$ cat config.mk
export PLATFORM = sky130hd
export DESIGN_NAME = phy_diag_regs
export DESIGN_NICKNAME = d
export VERILOG_FILES = /design/src/design/phy_diag_pkg.sv /design/src/design/phy_diag_regs.sv
export VERILOG_INCLUDE_DIRS = /design/src /design/src/design
export SDC_FILE = /design/constraint.sdc
export NUM_CORES = 1
export LEC_CHECK = 0
export ABC_AREA = 1
export BUFFER_PORTS_ARGS = -buffer_cell sky130_fd_sc_hd__buf_2
export CORE_ASPECT_RATIO = 1.5
export CORE_UTILIZATION = 50
export CTS_CLUSTER_DIAMETER = 80
export DETAILED_ROUTE_END_ITERATION = 10
export GPL_ROUTABILITY_DRIVEN = 0
export PLACE_DENSITY = 0.91
export SLEW_MARGIN = 10
export SYNTH_ARGS = -nofsm -noshare
export SYNTH_HDL_FRONTEND = slang
export SYNTH_SLANG_ARGS = --single-unit
$ cat constraint.sdc
create_clock -name mclk -period 3.2 [get_ports mclk]
set_clock_uncertainty 0.1 [all_clocks]
set_input_delay 0.96 -clock mclk [delete_from_list [all_inputs] [get_ports mclk]]
set_output_delay 0.96 -clock mclk [all_outputs]
set_load 0.02 [all_outputs]
$ cat src/design/phy_diag_map.svh
// register indexes, field positions, reset values of the diagnostic register bank
// assumes byte address on the bus is four times the index below
`ifndef PHY_DIAG_MAP_SVH
`define PHY_DIAG_MAP_SVH

// register indexes
`define IDX_MAC_IF_TAIL 10'h017
`define IDX_INTERRUPT_STATUS_THREE 10'h018
`define IDX_ST_COUNT_GAP 10'h01b
`define IDX_ST_PKT_LEN 10'h01c
`define IDX_REFLECT_CTRL 10'h01e
`define IDX_PHY_RESET_CTRL 10'h01f
`define IDX_LINK_STATUS 10'h133
`define IDX_FAULT_RESULT 10'h16b
`define IDX_PEAK_LOC_12 10'h180
`define IDX_PEAK_LOC_34 10'h181
`define IDX_PEAK_TYPE 10'h18a

// field positions
`define BIT_UNDERFLOW 2
`define BIT_PEND_POR 12
`define BIT_PEND_NOFRAME 11
`define BIT_PEND_SLEEP 8
`define BIT_EN_POR 4
`define BIT_EN_NOFRAME 3
`define BIT_EN_SLEEP 0
`define BIT_ERR_FREEZE 15
`define BIT_REFLECT_START 15
`define BIT_HW_RESET 15
`define BIT_SW_RESTART 14
`define BIT_STANDBY 7

// reset values and fixed reserved read values
`define EB_SIZE_RST 2'h1
`define INT_EN_RST 3'h4
`define IPG_RST 8'h7d
`define PKT_LEN_RST 11'h5ee
`define MAC_IF_RSV 16'h4048
`define LINK_RSV 16'h05e0

`endif

$ cat src/design/phy_diag_pkg.sv
// types shared by the diagnostic register bank
// assumes the map header carries all numbers
package phy_diag_pkg;

   // status and events from the phy core, same clock
   typedef struct packed {
      logic por_done;
      logic no_frame;
      logic sleep_sig;
      logic rx_underflow;
      logic prbs_err;
      logic err_cnt_continuous;
      logic link_up;
      logic scr_lock;
      logic local_rx_ok;
      logic remote_rx_ok;
   } core_status_s;

   // results from the reflectometry engine
   typedef struct packed {
      logic done;
      logic fail;
      logic fault;
      logic fault_short;
      logic [7:0] fault_loc;
      logic [3:0][7:0] peak_loc;
      logic [3:0] peak_neg;
   } reflect_result_s;

   // controls toward the phy core
   typedef struct packed {
      logic [1:0] eb_size;
      logic [2:0] eb_tol_bits;
      logic [9:0] ipg_bytes;
      logic [10:0] pkt_len;
      logic reflect_run;
      logic hw_reset;
      logic sw_restart;
      logic standby;
      logic irq;
   } core_ctrl_s;

   // whole state of the register bank
   typedef struct packed {
      logic ack;
      logic [15:0] rdata;
      logic [1:0] eb_size;
      logic underflow_n;
      logic [2:0] int_pend;
      logic [2:0] int_en;
      logic [7:0] err_cnt;
      logic [7:0] err_frozen;
      logic [7:0] ipg;
      logic [10:0] pkt_len;
      logic reflect_start;
      logic reflect_done;
      logic reflect_fail;
      logic hw_rst;
      logic sw_rst;
      logic standby;
   } bank_state_s;

endpackage : phy_diag_pkg

$ cat src/design/phy_diag_regs.sv
// diagnostic and control register bank of a single-pair ethernet phy
// assumes classic wishbone master on mclk and phy core inputs on the same clock
//
// Contract
// - buffer size field sets drift tolerance
// - underflow reads 0 after event, read clears
// - pending bits latch until status read
// - enables rw, por enable resets to 1
// - upper byte shows prbs errored byte count
// - write bit15 freezes count, clears counter
// - single mode count saturates at 0xff
// - gap equals value times four bytes
// - packet length from eleven-bit field
// - start bit self clears, zero means idle
// - done and fail bits set by measurement
// - hardware reset bit resets whole phy
// - software restart keeps register contents
// - standby bit selects standby mode
// - link status bit is live, unlatched
// - scrambler, local, remote status bits
// - fault flag and short/open type
// - fault location byte, valid with fault
// - four peak locations, two per register
// - peak polarity bits fourteen to eleven

`include "phy_diag_map.svh"

module phy_diag_regs
   import phy_diag_pkg::*;
(
   // clock and reset
   input wire logic mclk,
   input wire logic sys_rst,
   // wishbone slave
   input wire logic wb_cyc_i,
   input wire logic wb_stb_i,
   input wire logic wb_we_i,
   input wire logic [11:0] wb_adr_i,
   input wire logic [3:0] wb_sel_i,
   input wire logic [31:0] wb_dat_i,
   output logic [31:0] wb_dat_o,
   output logic wb_ack_o,
   // phy core side
   input wire core_status_s core_i,
   input wire reflect_result_s reflect_i,
   output core_ctrl_s ctrl_o
);

   ////////////////////////////////////////////////////////////////////////////
   // reset image of the state
   localparam bank_state_s RST_STATE = '{
      ack: 1'b0, rdata: 16'h0000, eb_size: `EB_SIZE_RST, underflow_n: 1'b1,
      int_pend: 3'h0, int_en: `INT_EN_RST, err_cnt: 8'h00, err_frozen: 8'h00,
      ipg: `IPG_RST, pkt_len: `PKT_LEN_RST, reflect_start: 1'b0,
      reflect_done: 1'b0, reflect_fail: 1'b0, hw_rst: 1'b0, sw_rst: 1'b0,
      standby: 1'b0};

   bank_state_s st_q;
   bank_state_s st_d;
   logic take;
   logic wr;
   logic rd;
   logic [9:0] idx;
   logic [15:0] wmask;
   logic [15:0] wval;
   logic [15:0] rval;
   logic [2:0] eb_tol;

   ////////////////////////////////////////////////////////////////////////////
   // bus decode: one access taken per request, ack the next cycle
   assign take = wb_cyc_i & wb_stb_i & ~st_q.ack;
   assign wr = take & wb_we_i;
   assign rd = take & ~wb_we_i;
   assign idx = wb_adr_i[11:2];
   assign wmask = {{8{wb_sel_i[1]}}, {8{wb_sel_i[0]}}};
   assign wval = wb_dat_i[15:0] & wmask;

   // read multiplexer, unmapped reads give zero
   always_comb begin
      case (idx)
         `IDX_MAC_IF_TAIL: begin
            rval = `MAC_IF_RSV | {13'h0000, st_q.underflow_n, st_q.eb_size};
         end
         `IDX_INTERRUPT_STATUS_THREE: begin
            rval = 16'h0000;
            rval[`BIT_PEND_POR] = st_q.int_pend[2];
            rval[`BIT_PEND_NOFRAME] = st_q.int_pend[1];
            rval[`BIT_PEND_SLEEP] = st_q.int_pend[0];
            rval[`BIT_EN_POR] = st_q.int_en[2];
            rval[`BIT_EN_NOFRAME] = st_q.int_en[1];
            rval[`BIT_EN_SLEEP] = st_q.int_en[0];
         end
         `IDX_ST_COUNT_GAP: rval = {st_q.err_frozen, st_q.ipg};
         `IDX_ST_PKT_LEN: rval = {5'h00, st_q.pkt_len};
         `IDX_REFLECT_CTRL: begin
            rval = {st_q.reflect_start, 13'h0000, st_q.reflect_done, st_q.reflect_fail};
         end
         `IDX_PHY_RESET_CTRL: begin
            rval = {st_q.hw_rst, st_q.sw_rst, 6'h00, st_q.standby, 7'h00};
         end
         `IDX_LINK_STATUS: begin
            rval = `LINK_RSV | {3'h0, core_i.link_up, 9'h000, core_i.scr_lock,
                                core_i.local_rx_ok, core_i.remote_rx_ok};
         end
         `IDX_FAULT_RESULT: begin
            rval = {6'h00, reflect_i.fault, reflect_i.fault_short, reflect_i.fault_loc};
         end
         `IDX_PEAK_LOC_12: rval = {reflect_i.peak_loc[1], reflect_i.peak_loc[0]};
         `IDX_PEAK_LOC_34: rval = {reflect_i.peak_loc[3], reflect_i.peak_loc[2]};
         `IDX_PEAK_TYPE: rval = {1'b0, reflect_i.peak_neg, 11'h000};
         default: rval = 16'h0000;
      endcase
   end

   ////////////////////////////////////////////////////////////////////////////
   // next state
   always_comb begin
      st_d = st_q;
      st_d.ack = take;
      if (take) begin
         st_d.rdata = rval;
      end
      // one-cycle pulses fall back by themselves
      st_d.hw_rst = 1'b0;
      st_d.sw_rst = 1'b0;

      // read clears first, hardware sets below win
      if (rd && idx == `IDX_INTERRUPT_STATUS_THREE) begin
         st_d.int_pend = 3'h0;
      end
      if (rd && idx == `IDX_MAC_IF_TAIL) begin
         st_d.underflow_n = 1'b1;
      end

      // register writes, byte lanes honoured, reserved bits dropped
      if (wr) begin
         case (idx)
            `IDX_MAC_IF_TAIL: begin
               if (wb_sel_i[0]) begin
                  st_d.eb_size = wval[1:0];
               end
            end
            `IDX_INTERRUPT_STATUS_THREE: begin
               if (wb_sel_i[0]) begin
                  st_d.int_en = {wval[`BIT_EN_POR], wval[`BIT_EN_NOFRAME],
                                 wval[`BIT_EN_SLEEP]};
               end
            end
            `IDX_ST_COUNT_GAP: begin
               if (wb_sel_i[0]) begin
                  st_d.ipg = wval[7:0];
               end
               if (wval[`BIT_ERR_FREEZE]) begin
                  st_d.err_frozen = st_q.err_cnt;
                  st_d.err_cnt = 8'h00;
               end
            end
            `IDX_ST_PKT_LEN: begin
               st_d.pkt_len = (st_q.pkt_len & ~wmask[10:0]) | wval[10:0];
            end
            `IDX_REFLECT_CTRL: begin
               if (wval[`BIT_REFLECT_START]) begin
                  st_d.reflect_start = 1'b1;
                  st_d.reflect_done = 1'b0;
                  st_d.reflect_fail = 1'b0;
               end
            end
            `IDX_PHY_RESET_CTRL: begin
               st_d.hw_rst = wval[`BIT_HW_RESET];
               st_d.sw_rst = wval[`BIT_SW_RESTART];
               if (wb_sel_i[0]) begin
                  st_d.standby = wval[`BIT_STANDBY];
               end
            end
            default: begin
            end
         endcase
      end

      // hardware events, set wins over any clear but a pending hardware reset
      if (core_i.por_done) begin
         st_d.int_pend[2] = 1'b1;
      end
      if (core_i.no_frame) begin
         st_d.int_pend[1] = 1'b1;
      end
      if (core_i.sleep_sig) begin
         st_d.int_pend[0] = 1'b1;
      end
      if (core_i.rx_underflow) begin
         st_d.underflow_n = 1'b0;
      end

      // prbs errored byte counter
      if (core_i.prbs_err) begin
         if (core_i.err_cnt_continuous || st_d.err_cnt != 8'hff) begin
            st_d.err_cnt = st_d.err_cnt + 8'h01;
         end else begin
            st_d.err_cnt = 8'hff;
         end
      end

      // measurement completion ends the run
      if (st_q.reflect_start && (reflect_i.done || reflect_i.fail)) begin
         st_d.reflect_start = 1'b0;
         st_d.reflect_done = 1'b1;
         st_d.reflect_fail = reflect_i.fail;
      end

      // pending hardware reset restores every register
      if (st_q.hw_rst) begin
         st_d = RST_STATE;
      end
   end

   // state register
   always_ff @(posedge mclk) begin
      if (sys_rst) begin
         st_q <= RST_STATE;
      end else begin
         st_q <= st_d;
      end
   end

   ////////////////////////////////////////////////////////////////////////////
   // outputs
   assign wb_ack_o = st_q.ack;
   assign wb_dat_o = {16'h0000, st_q.rdata};

   // tolerance decode of the buffer size field
   always_comb begin
      case (st_q.eb_size)
         2'h0: eb_tol = 3'h5;
         2'h1: eb_tol = 3'h2;
         2'h2: eb_tol = 3'h3;
         default: eb_tol = 3'h4;
      endcase
   end

   // control outputs straight from state
   assign ctrl_o.eb_size = st_q.eb_size;
   assign ctrl_o.eb_tol_bits = eb_tol;
   assign ctrl_o.ipg_bytes = {st_q.ipg, 2'b00};
   assign ctrl_o.pkt_len = st_q.pkt_len;
   assign ctrl_o.reflect_run = st_q.reflect_start;
   assign ctrl_o.hw_reset = st_q.hw_rst;
   assign ctrl_o.sw_restart = st_q.sw_rst;
   assign ctrl_o.standby = st_q.standby;
   assign ctrl_o.irq = |(st_q.int_pend & st_q.int_en);

   ////////////////////////////////////////////////////////////////////////////
   // checks
   chk_pend_latch: assert property (@(posedge mclk) disable iff (sys_rst)
      core_i.por_done && !st_q.hw_rst |=> st_q.int_pend[2] && (ctrl_o.irq || !st_q.int_en[2]))
      else $error("por done event not latched");

   chk_irq_gate: assert property (@(posedge mclk) disable iff (sys_rst)
      ctrl_o.irq |-> (st_q.int_pend[0] && st_q.int_en[0]) || (st_q.int_pend[1]
         && st_q.int_en[1]) || (st_q.int_pend[2] && st_q.int_en[2]))
      else $error("irq without enabled pending bit");

   chk_underflow_flag: assert property (@(posedge mclk) disable iff (sys_rst)
      core_i.rx_underflow && !st_q.hw_rst |=> !st_q.underflow_n)
      else $error("underflow indication not set");

   chk_underflow_clear: assert property (@(posedge mclk) disable iff (sys_rst)
      rd && idx == `IDX_MAC_IF_TAIL && !core_i.rx_underflow |=> st_q.underflow_n)
      else $error("underflow indication not cleared by read");

   chk_pend_clear: assert property (@(posedge mclk) disable iff (sys_rst)
      rd && idx == `IDX_INTERRUPT_STATUS_THREE && !core_i.por_done && !core_i.no_frame && !core_i.sleep_sig
         |=> st_q.int_pend == 3'h0)
      else $error("pending bits not cleared by status read");

   chk_err_saturate: assert property (@(posedge mclk) disable iff (sys_rst)
      !core_i.err_cnt_continuous && st_q.err_cnt == 8'hff && !wr && !st_q.hw_rst
         |=> st_q.err_cnt == 8'hff)
      else $error("single mode count left 0xff");

   chk_err_freeze: assert property (@(posedge mclk) disable iff (sys_rst)
      wr && idx == `IDX_ST_COUNT_GAP && wval[`BIT_ERR_FREEZE] && !st_q.hw_rst
         |=> st_q.err_frozen == $past(st_q.err_cnt) && st_q.err_cnt <= 8'h01)
      else $error("error count not frozen and cleared");

   chk_reflect_end: assert property (@(posedge mclk) disable iff (sys_rst)
      st_q.reflect_start && reflect_i.done && !wr && !st_q.hw_rst
         |=> !st_q.reflect_start && st_q.reflect_done && !ctrl_o.reflect_run)
      else $error("measurement start not self cleared");

   chk_hw_reset: assert property (@(posedge mclk) disable iff (sys_rst)
      $rose(st_q.hw_rst) |=> st_q.ipg == `IPG_RST && st_q.pkt_len == `PKT_LEN_RST
         && st_q.int_en == `INT_EN_RST && !st_q.hw_rst)
      else $error("hardware reset did not restore registers");

   chk_sw_restart: assert property (@(posedge mclk) disable iff (sys_rst)
      st_q.sw_rst && !st_q.hw_rst && !wr |=> !st_q.sw_rst && $stable(st_q.ipg)
         && $stable(st_q.pkt_len) && $stable(st_q.standby))
      else $error("software restart disturbed registers");

   chk_ack_pulse: assert property (@(posedge mclk) disable iff (sys_rst)
      wb_ack_o |=> !wb_ack_o)
      else $error("ack held longer than one cycle");

   chk_tol_decode: assert property (@(posedge mclk) disable iff (sys_rst)
      ctrl_o.eb_tol_bits == (st_q.eb_size == 2'h0 ? 3'h5 : {1'b0, st_q.eb_size} + 3'h1))
      else $error("drift tolerance decode wrong");

   chk_en_write: assert property (@(posedge mclk) disable iff (sys_rst)
      wr && idx == `IDX_INTERRUPT_STATUS_THREE && wb_sel_i[0] && !st_q.hw_rst
         |=> st_q.int_en[2] == $past(wb_dat_i[`BIT_EN_POR])
         && st_q.int_en[0] == $past(wb_dat_i[`BIT_EN_SLEEP]))
      else $error("interrupt enables not written");

   chk_ipg_scale: assert property (@(posedge mclk) disable iff (sys_rst)
      wr && idx == `IDX_ST_COUNT_GAP && wb_sel_i[0] && !st_q.hw_rst
         |=> ctrl_o.ipg_bytes == 10'($past(wb_dat_i[7:0])) * 10'h004)
      else $error("gap length not four bytes per step");

   chk_pkt_len: assert property (@(posedge mclk) disable iff (sys_rst)
      wr && idx == `IDX_ST_PKT_LEN && wb_sel_i[1:0] == 2'h3 && !st_q.hw_rst
         |=> ctrl_o.pkt_len == $past(wb_dat_i[10:0]))
      else $error("packet length not written");

   chk_start_run: assert property (@(posedge mclk) disable iff (sys_rst)
      wr && idx == `IDX_REFLECT_CTRL && wval[`BIT_REFLECT_START] && !st_q.hw_rst
         && !reflect_i.done && !reflect_i.fail
         |=> ctrl_o.reflect_run && !st_q.reflect_done && !st_q.reflect_fail)
      else $error("measurement start not taken");

   chk_reflect_fail: assert property (@(posedge mclk) disable iff (sys_rst)
      st_q.reflect_start && reflect_i.fail && !wr && !st_q.hw_rst
         |=> st_q.reflect_fail && st_q.reflect_done)
      else $error("measurement failure not flagged");

   chk_standby_write: assert property (@(posedge mclk) disable iff (sys_rst)
      wr && idx == `IDX_PHY_RESET_CTRL && wb_sel_i[0] && !st_q.hw_rst
         |=> ctrl_o.standby == $past(wb_dat_i[`BIT_STANDBY]))
      else $error("standby bit not written");

   chk_link_live: assert property (@(posedge mclk) disable iff (sys_rst)
      rd && idx == `IDX_LINK_STATUS |=> wb_ack_o && wb_dat_o[12] == $past(core_i.link_up))
      else $error("link status not read live");

   chk_reserved_zero: assert property (@(posedge mclk) disable iff (sys_rst)
      rd && idx == `IDX_ST_PKT_LEN |=> wb_dat_o[31:11] == 21'h000000)
      else $error("reserved packet length bits not zero");

endmodule : phy_diag_regs

==> impl.org <==
** Synthesis
- Number of warnings printed during yosys synthesis :: 0
- Most numerous cell in the Yosys netlist :: nand2_1
- Sorting the synthesized cells by how often they occur yields nand2_1, dfxtp_1, buf_4, inv_1, nor2_1.
- The mapped netlist covers approximately 4200 um^2.
- Yosys top cell area share :: 0.317
- In the synthesized netlist the async set-or-reset flop fraction comes to 0.
- Most area-hungry cell type in the Yosys netlist :: dfxtp_1
- Largest cells by area after synthesis :: dfxtp_1, nand2_1, buf_4, inv_1, nor2_1
- The number of different library cells used by synthesis comes to 38.
- For this run, the leading register cell type out of synthesis is dfxtp_1.
- For this run, the register share of the synthesized area comes to 0.317.
- Synthesis produced roughly 640 cells.
- Syn Area/Cell :: approximately 6.6 um^2
- Number of synthesized register bits :: 67
- Yosys mapped a number of flops with a built-in enable equal to 0.

** Critical path
- Biggest fanout along the worst timing path :: 5
- Startpoint class of the critical path :: flip-flop
- Critical path class :: flip-flop to output pin
- Reg2Reg Capture Point :: ctrl_o[20]$_SDFFE_PP1P_
- STA classifies the critical path endpoint as an output pin.
- Across all register-to-register paths, the minimum setup slack is 1230 ps.
- The cell that appears most often on the critical path is inv_1.
- In this design, the stage delay of the slowest critical-path cell is around 400 ps.
- At the worst endpoint, the required time is roughly 2100 ps.
- Critical Path, Cell by Cell :: inv_1, ha_1, inv_1, buf_2
- Standard cell with the maximum stage delay on the critical path :: dfxtp_1
- For the worst flop-to-flop path, the logic depth is 8.
- The worst register-to-register path begins at wb_ack_o$_SDFF_PP0_.
- Data on the critical path arrives at its endpoint at 1300 ps.

** STA
- In the finished design, the share of the clock period the worst path needs comes to 0.738.
- Max frequency :: about 420 MHz
- Max-slew violation total from the final report :: 0
- Setup repair after global routing missed its margin :: false
- For the pin with the worst max-slew slack, the measured transition is about 570 ps.
- Measured against its own limit, the worst slew margin works out to 0.614.
- Setup TNS after final layout :: 0 ps
- Setup violations remaining at the end of the flow were counted as 0.
- The count of endpoints failing hold in the final timing report came to 0.
- Min cycle time layout :: approximately 2400 ps
- Setup slack on the critical path of the routed design comes to 838 ps.

** Global route
- Number of global-route vias before repair :: ~3900
- GR Util All Layers :: 0.267
- The first global-routing pass estimated about 18000 um of wire.
- The total overflow left after global routing is 0.
- Largest net degree at the start of global routing :: 40
- Number of antenna violations at the first check in global routing :: 0

** Final layout
- In the final layout, the share of cells above drive strength 1 is 0.274.
- Total inserted antenna cells :: 0
- Fraction of the core area covered by cells at the end of the flow :: 0.604
- The area growth from synthesis to layout is 15.7%.
- Final cell count without fillers :: between 800 and 900
- The net count of the finished layout is ~850.

** Clock network
- In this run the clock root is driven by a clkbuf_16.
- Post-CTS setup-driven buffer insertion count :: 0
- No sink is reached through more buffers than the 2 on the longest clock path.
- Post-CTS Hold Buffers :: 0
- Post-CTS repair changed the size of 0 cells.
- CTS tree :: done
- Buffers inserted during clock tree synthesis total 9.
- Number of H-tree levels :: 3
- Number of clock sinks :: 67
- Clock-pin slew on the worst setup and hold paths :: approximately 60 ps
- Clock latency of the later-clocked register in the worst-skew pair :: between 300 and 400 ps

** Routing
- For this block, the initial DRC count from the detailed router was 289.
- The count of nets left with antenna violations once routing finished came out at 0.
- Overall routed net length :: between 10000 and 15000 um
- Vias :: 4377
- Post-detailed-route DRC marker count :: 0
- Vias per std cell :: slightly above 5
- After detailed routing, the average wire length per cell comes to between 10 and 15 um.
- Number of search-and-repair iterations in the first detailed-routing pass :: 5

** Outcome
- Run status :: complete, no violations

** Placed design
- Before CTS, the worst setup slack after placement is 533 ps.
- In this run, placement finished with an instance count of just over 800.
- During placement, the flow inserted port buffers numbering approximately 130.
- Once detailed placement completed, the half-perimeter wirelength came to 9020 um.

** Die
- The core region is just over 8000 um^2.
- The floorplan has 40 rows.
- The die covers roughly 8800 um^2.
- In this run the horizontal extent of the chip is 77.1 um.
- Boundary pin count :: around 180
- Die H :: 115 um
- Initial standard-cell utilization of the core :: 0.521

** Job
- Across the run, the number of max-cap violations was 0.

** Hold path
- For hold timing, the worst endpoint is wb_dat_o[10]$_SDFFE_PP0N_.
- Worst hold stages :: 2
- In this run the worst hold path is classified as flip-flop to flip-flop.
- The startpoint identified for the worst hold timing path is wb_dat_o[10]$_SDFFE_PP0N_.

** Power
- For this design the ratio of total power to cell area is slightly below 400 nW/um^2.
- For this design the static power due to leakage is 0.00243 uW.
- Maximum vdd drop :: ~290 uV
placed cells by master (no fill, tap or decap), types with 2 or more instances in the layout:
master	netlist	final
and3_1	2	2
o21ai_0	31	31
nor3_1	10	10
inv_2	10	10
clkbuf_16	0	9
nand3_1	43	43
inv_6	0	2
nand4_1	12	12
clkinv_4	1	3
nand2_4	2	2
a21oi_2	2	2
buf_2	4	133
nor2_4	4	4
nor2_1	61	60
o21ai_1	3	3
a21oi_1	41	41
conb_1	1	18
nor2_2	9	10
dfxtp_1	67	67
nand3_2	6	6
o211ai_1	11	11
clkinv_2	0	2
nand2_2	3	3
nor3_2	3	3
buf_4	63	8
ha_1	3	3
inv_1	63	63
nand2_1	165	165
worst max-delay path: cells and delay by family, from the launching register on:
family	cells	cell delay, ps
buffers and inverters	3	280
DFF	1	400
adders and majority gates	1	290
cells by family (layout without fill, tap and decap cells):
kind of cell             Yosys count  count (layout)  synth area share
AND/OR/NAND/NOR                  326             326             0.361
buffers and inverters            150             232             0.194
AO/OA/AOI/OAI                     91              91             0.117
flip-flops                        67              67             0.317
adder cells (fa/ha/maj)            3               3           0.00888
other                              1              18          0.000887
how the worst max path moves through the flow:
stage / cells after the start / slack [ps] / to / from
after floorplan: 11 / 1020 / st_q[40]$_SDFF_PP0_ / wb_adr_i[9]
after global placement: 8 / 590 / ctrl_o[21]$_SDFFE_PP1P_ / wb_we_i
after detailed placement: 9 / 530 / flip-flop / wb_adr_i[10]
after CTS: 4 / 830 / ctrl_o[28] / ctrl_o[30]$_SDFFE_PP0P_
after global routing: 9 / 700 / flip-flop / wb_adr_i[10]
final: 4 / 840 / ctrl_o[28] / ctrl_o[30]$_SDFFE_PP0P_
per-stage QoR:
stage | total power (uW) | hold WS (ps) | instance area [um^2]
global placement | 1030 | 336 | 4620
detailed placement | 1030 | 355 | 4620
finish | 1940 | 360 | 4890
global route | 2000 | 374 | 4890
floorplan | 966 | 324 | 4290
CTS | 1950 | 364 | 4890
final cells by class:
class / count / area (um^2)
Clock buffer: 9 / 225
Tap cell: 105 / 131
Clock inverter: 7 / 52.6
Fill cell: 758 / 3210
Timing Repair Buffer: 141 / 726
Inverter: 75 / 287
Multi-Input combinational cell: 438 / 2130
Sequential cell: 67 / 1340
where the power goes:
group          switching [uW]  total (uW)  internal, uW
Combinational             112         173          60.3
Sequential               5.50         846           841
Clock                     396         925           529
Total                     514        1940          1430
layer usage:
| metal | global-route usage | wire [um] |
|---|---|---|
| met2 | 0.463 | 5680 |
| met4 | 0.146 | 452 |
| met5 | 0 | 0 |
| met3 | 0.0518 | 944 |
| met1 | 0.308 | 4530 |
(Power assumes the default switching activity.)
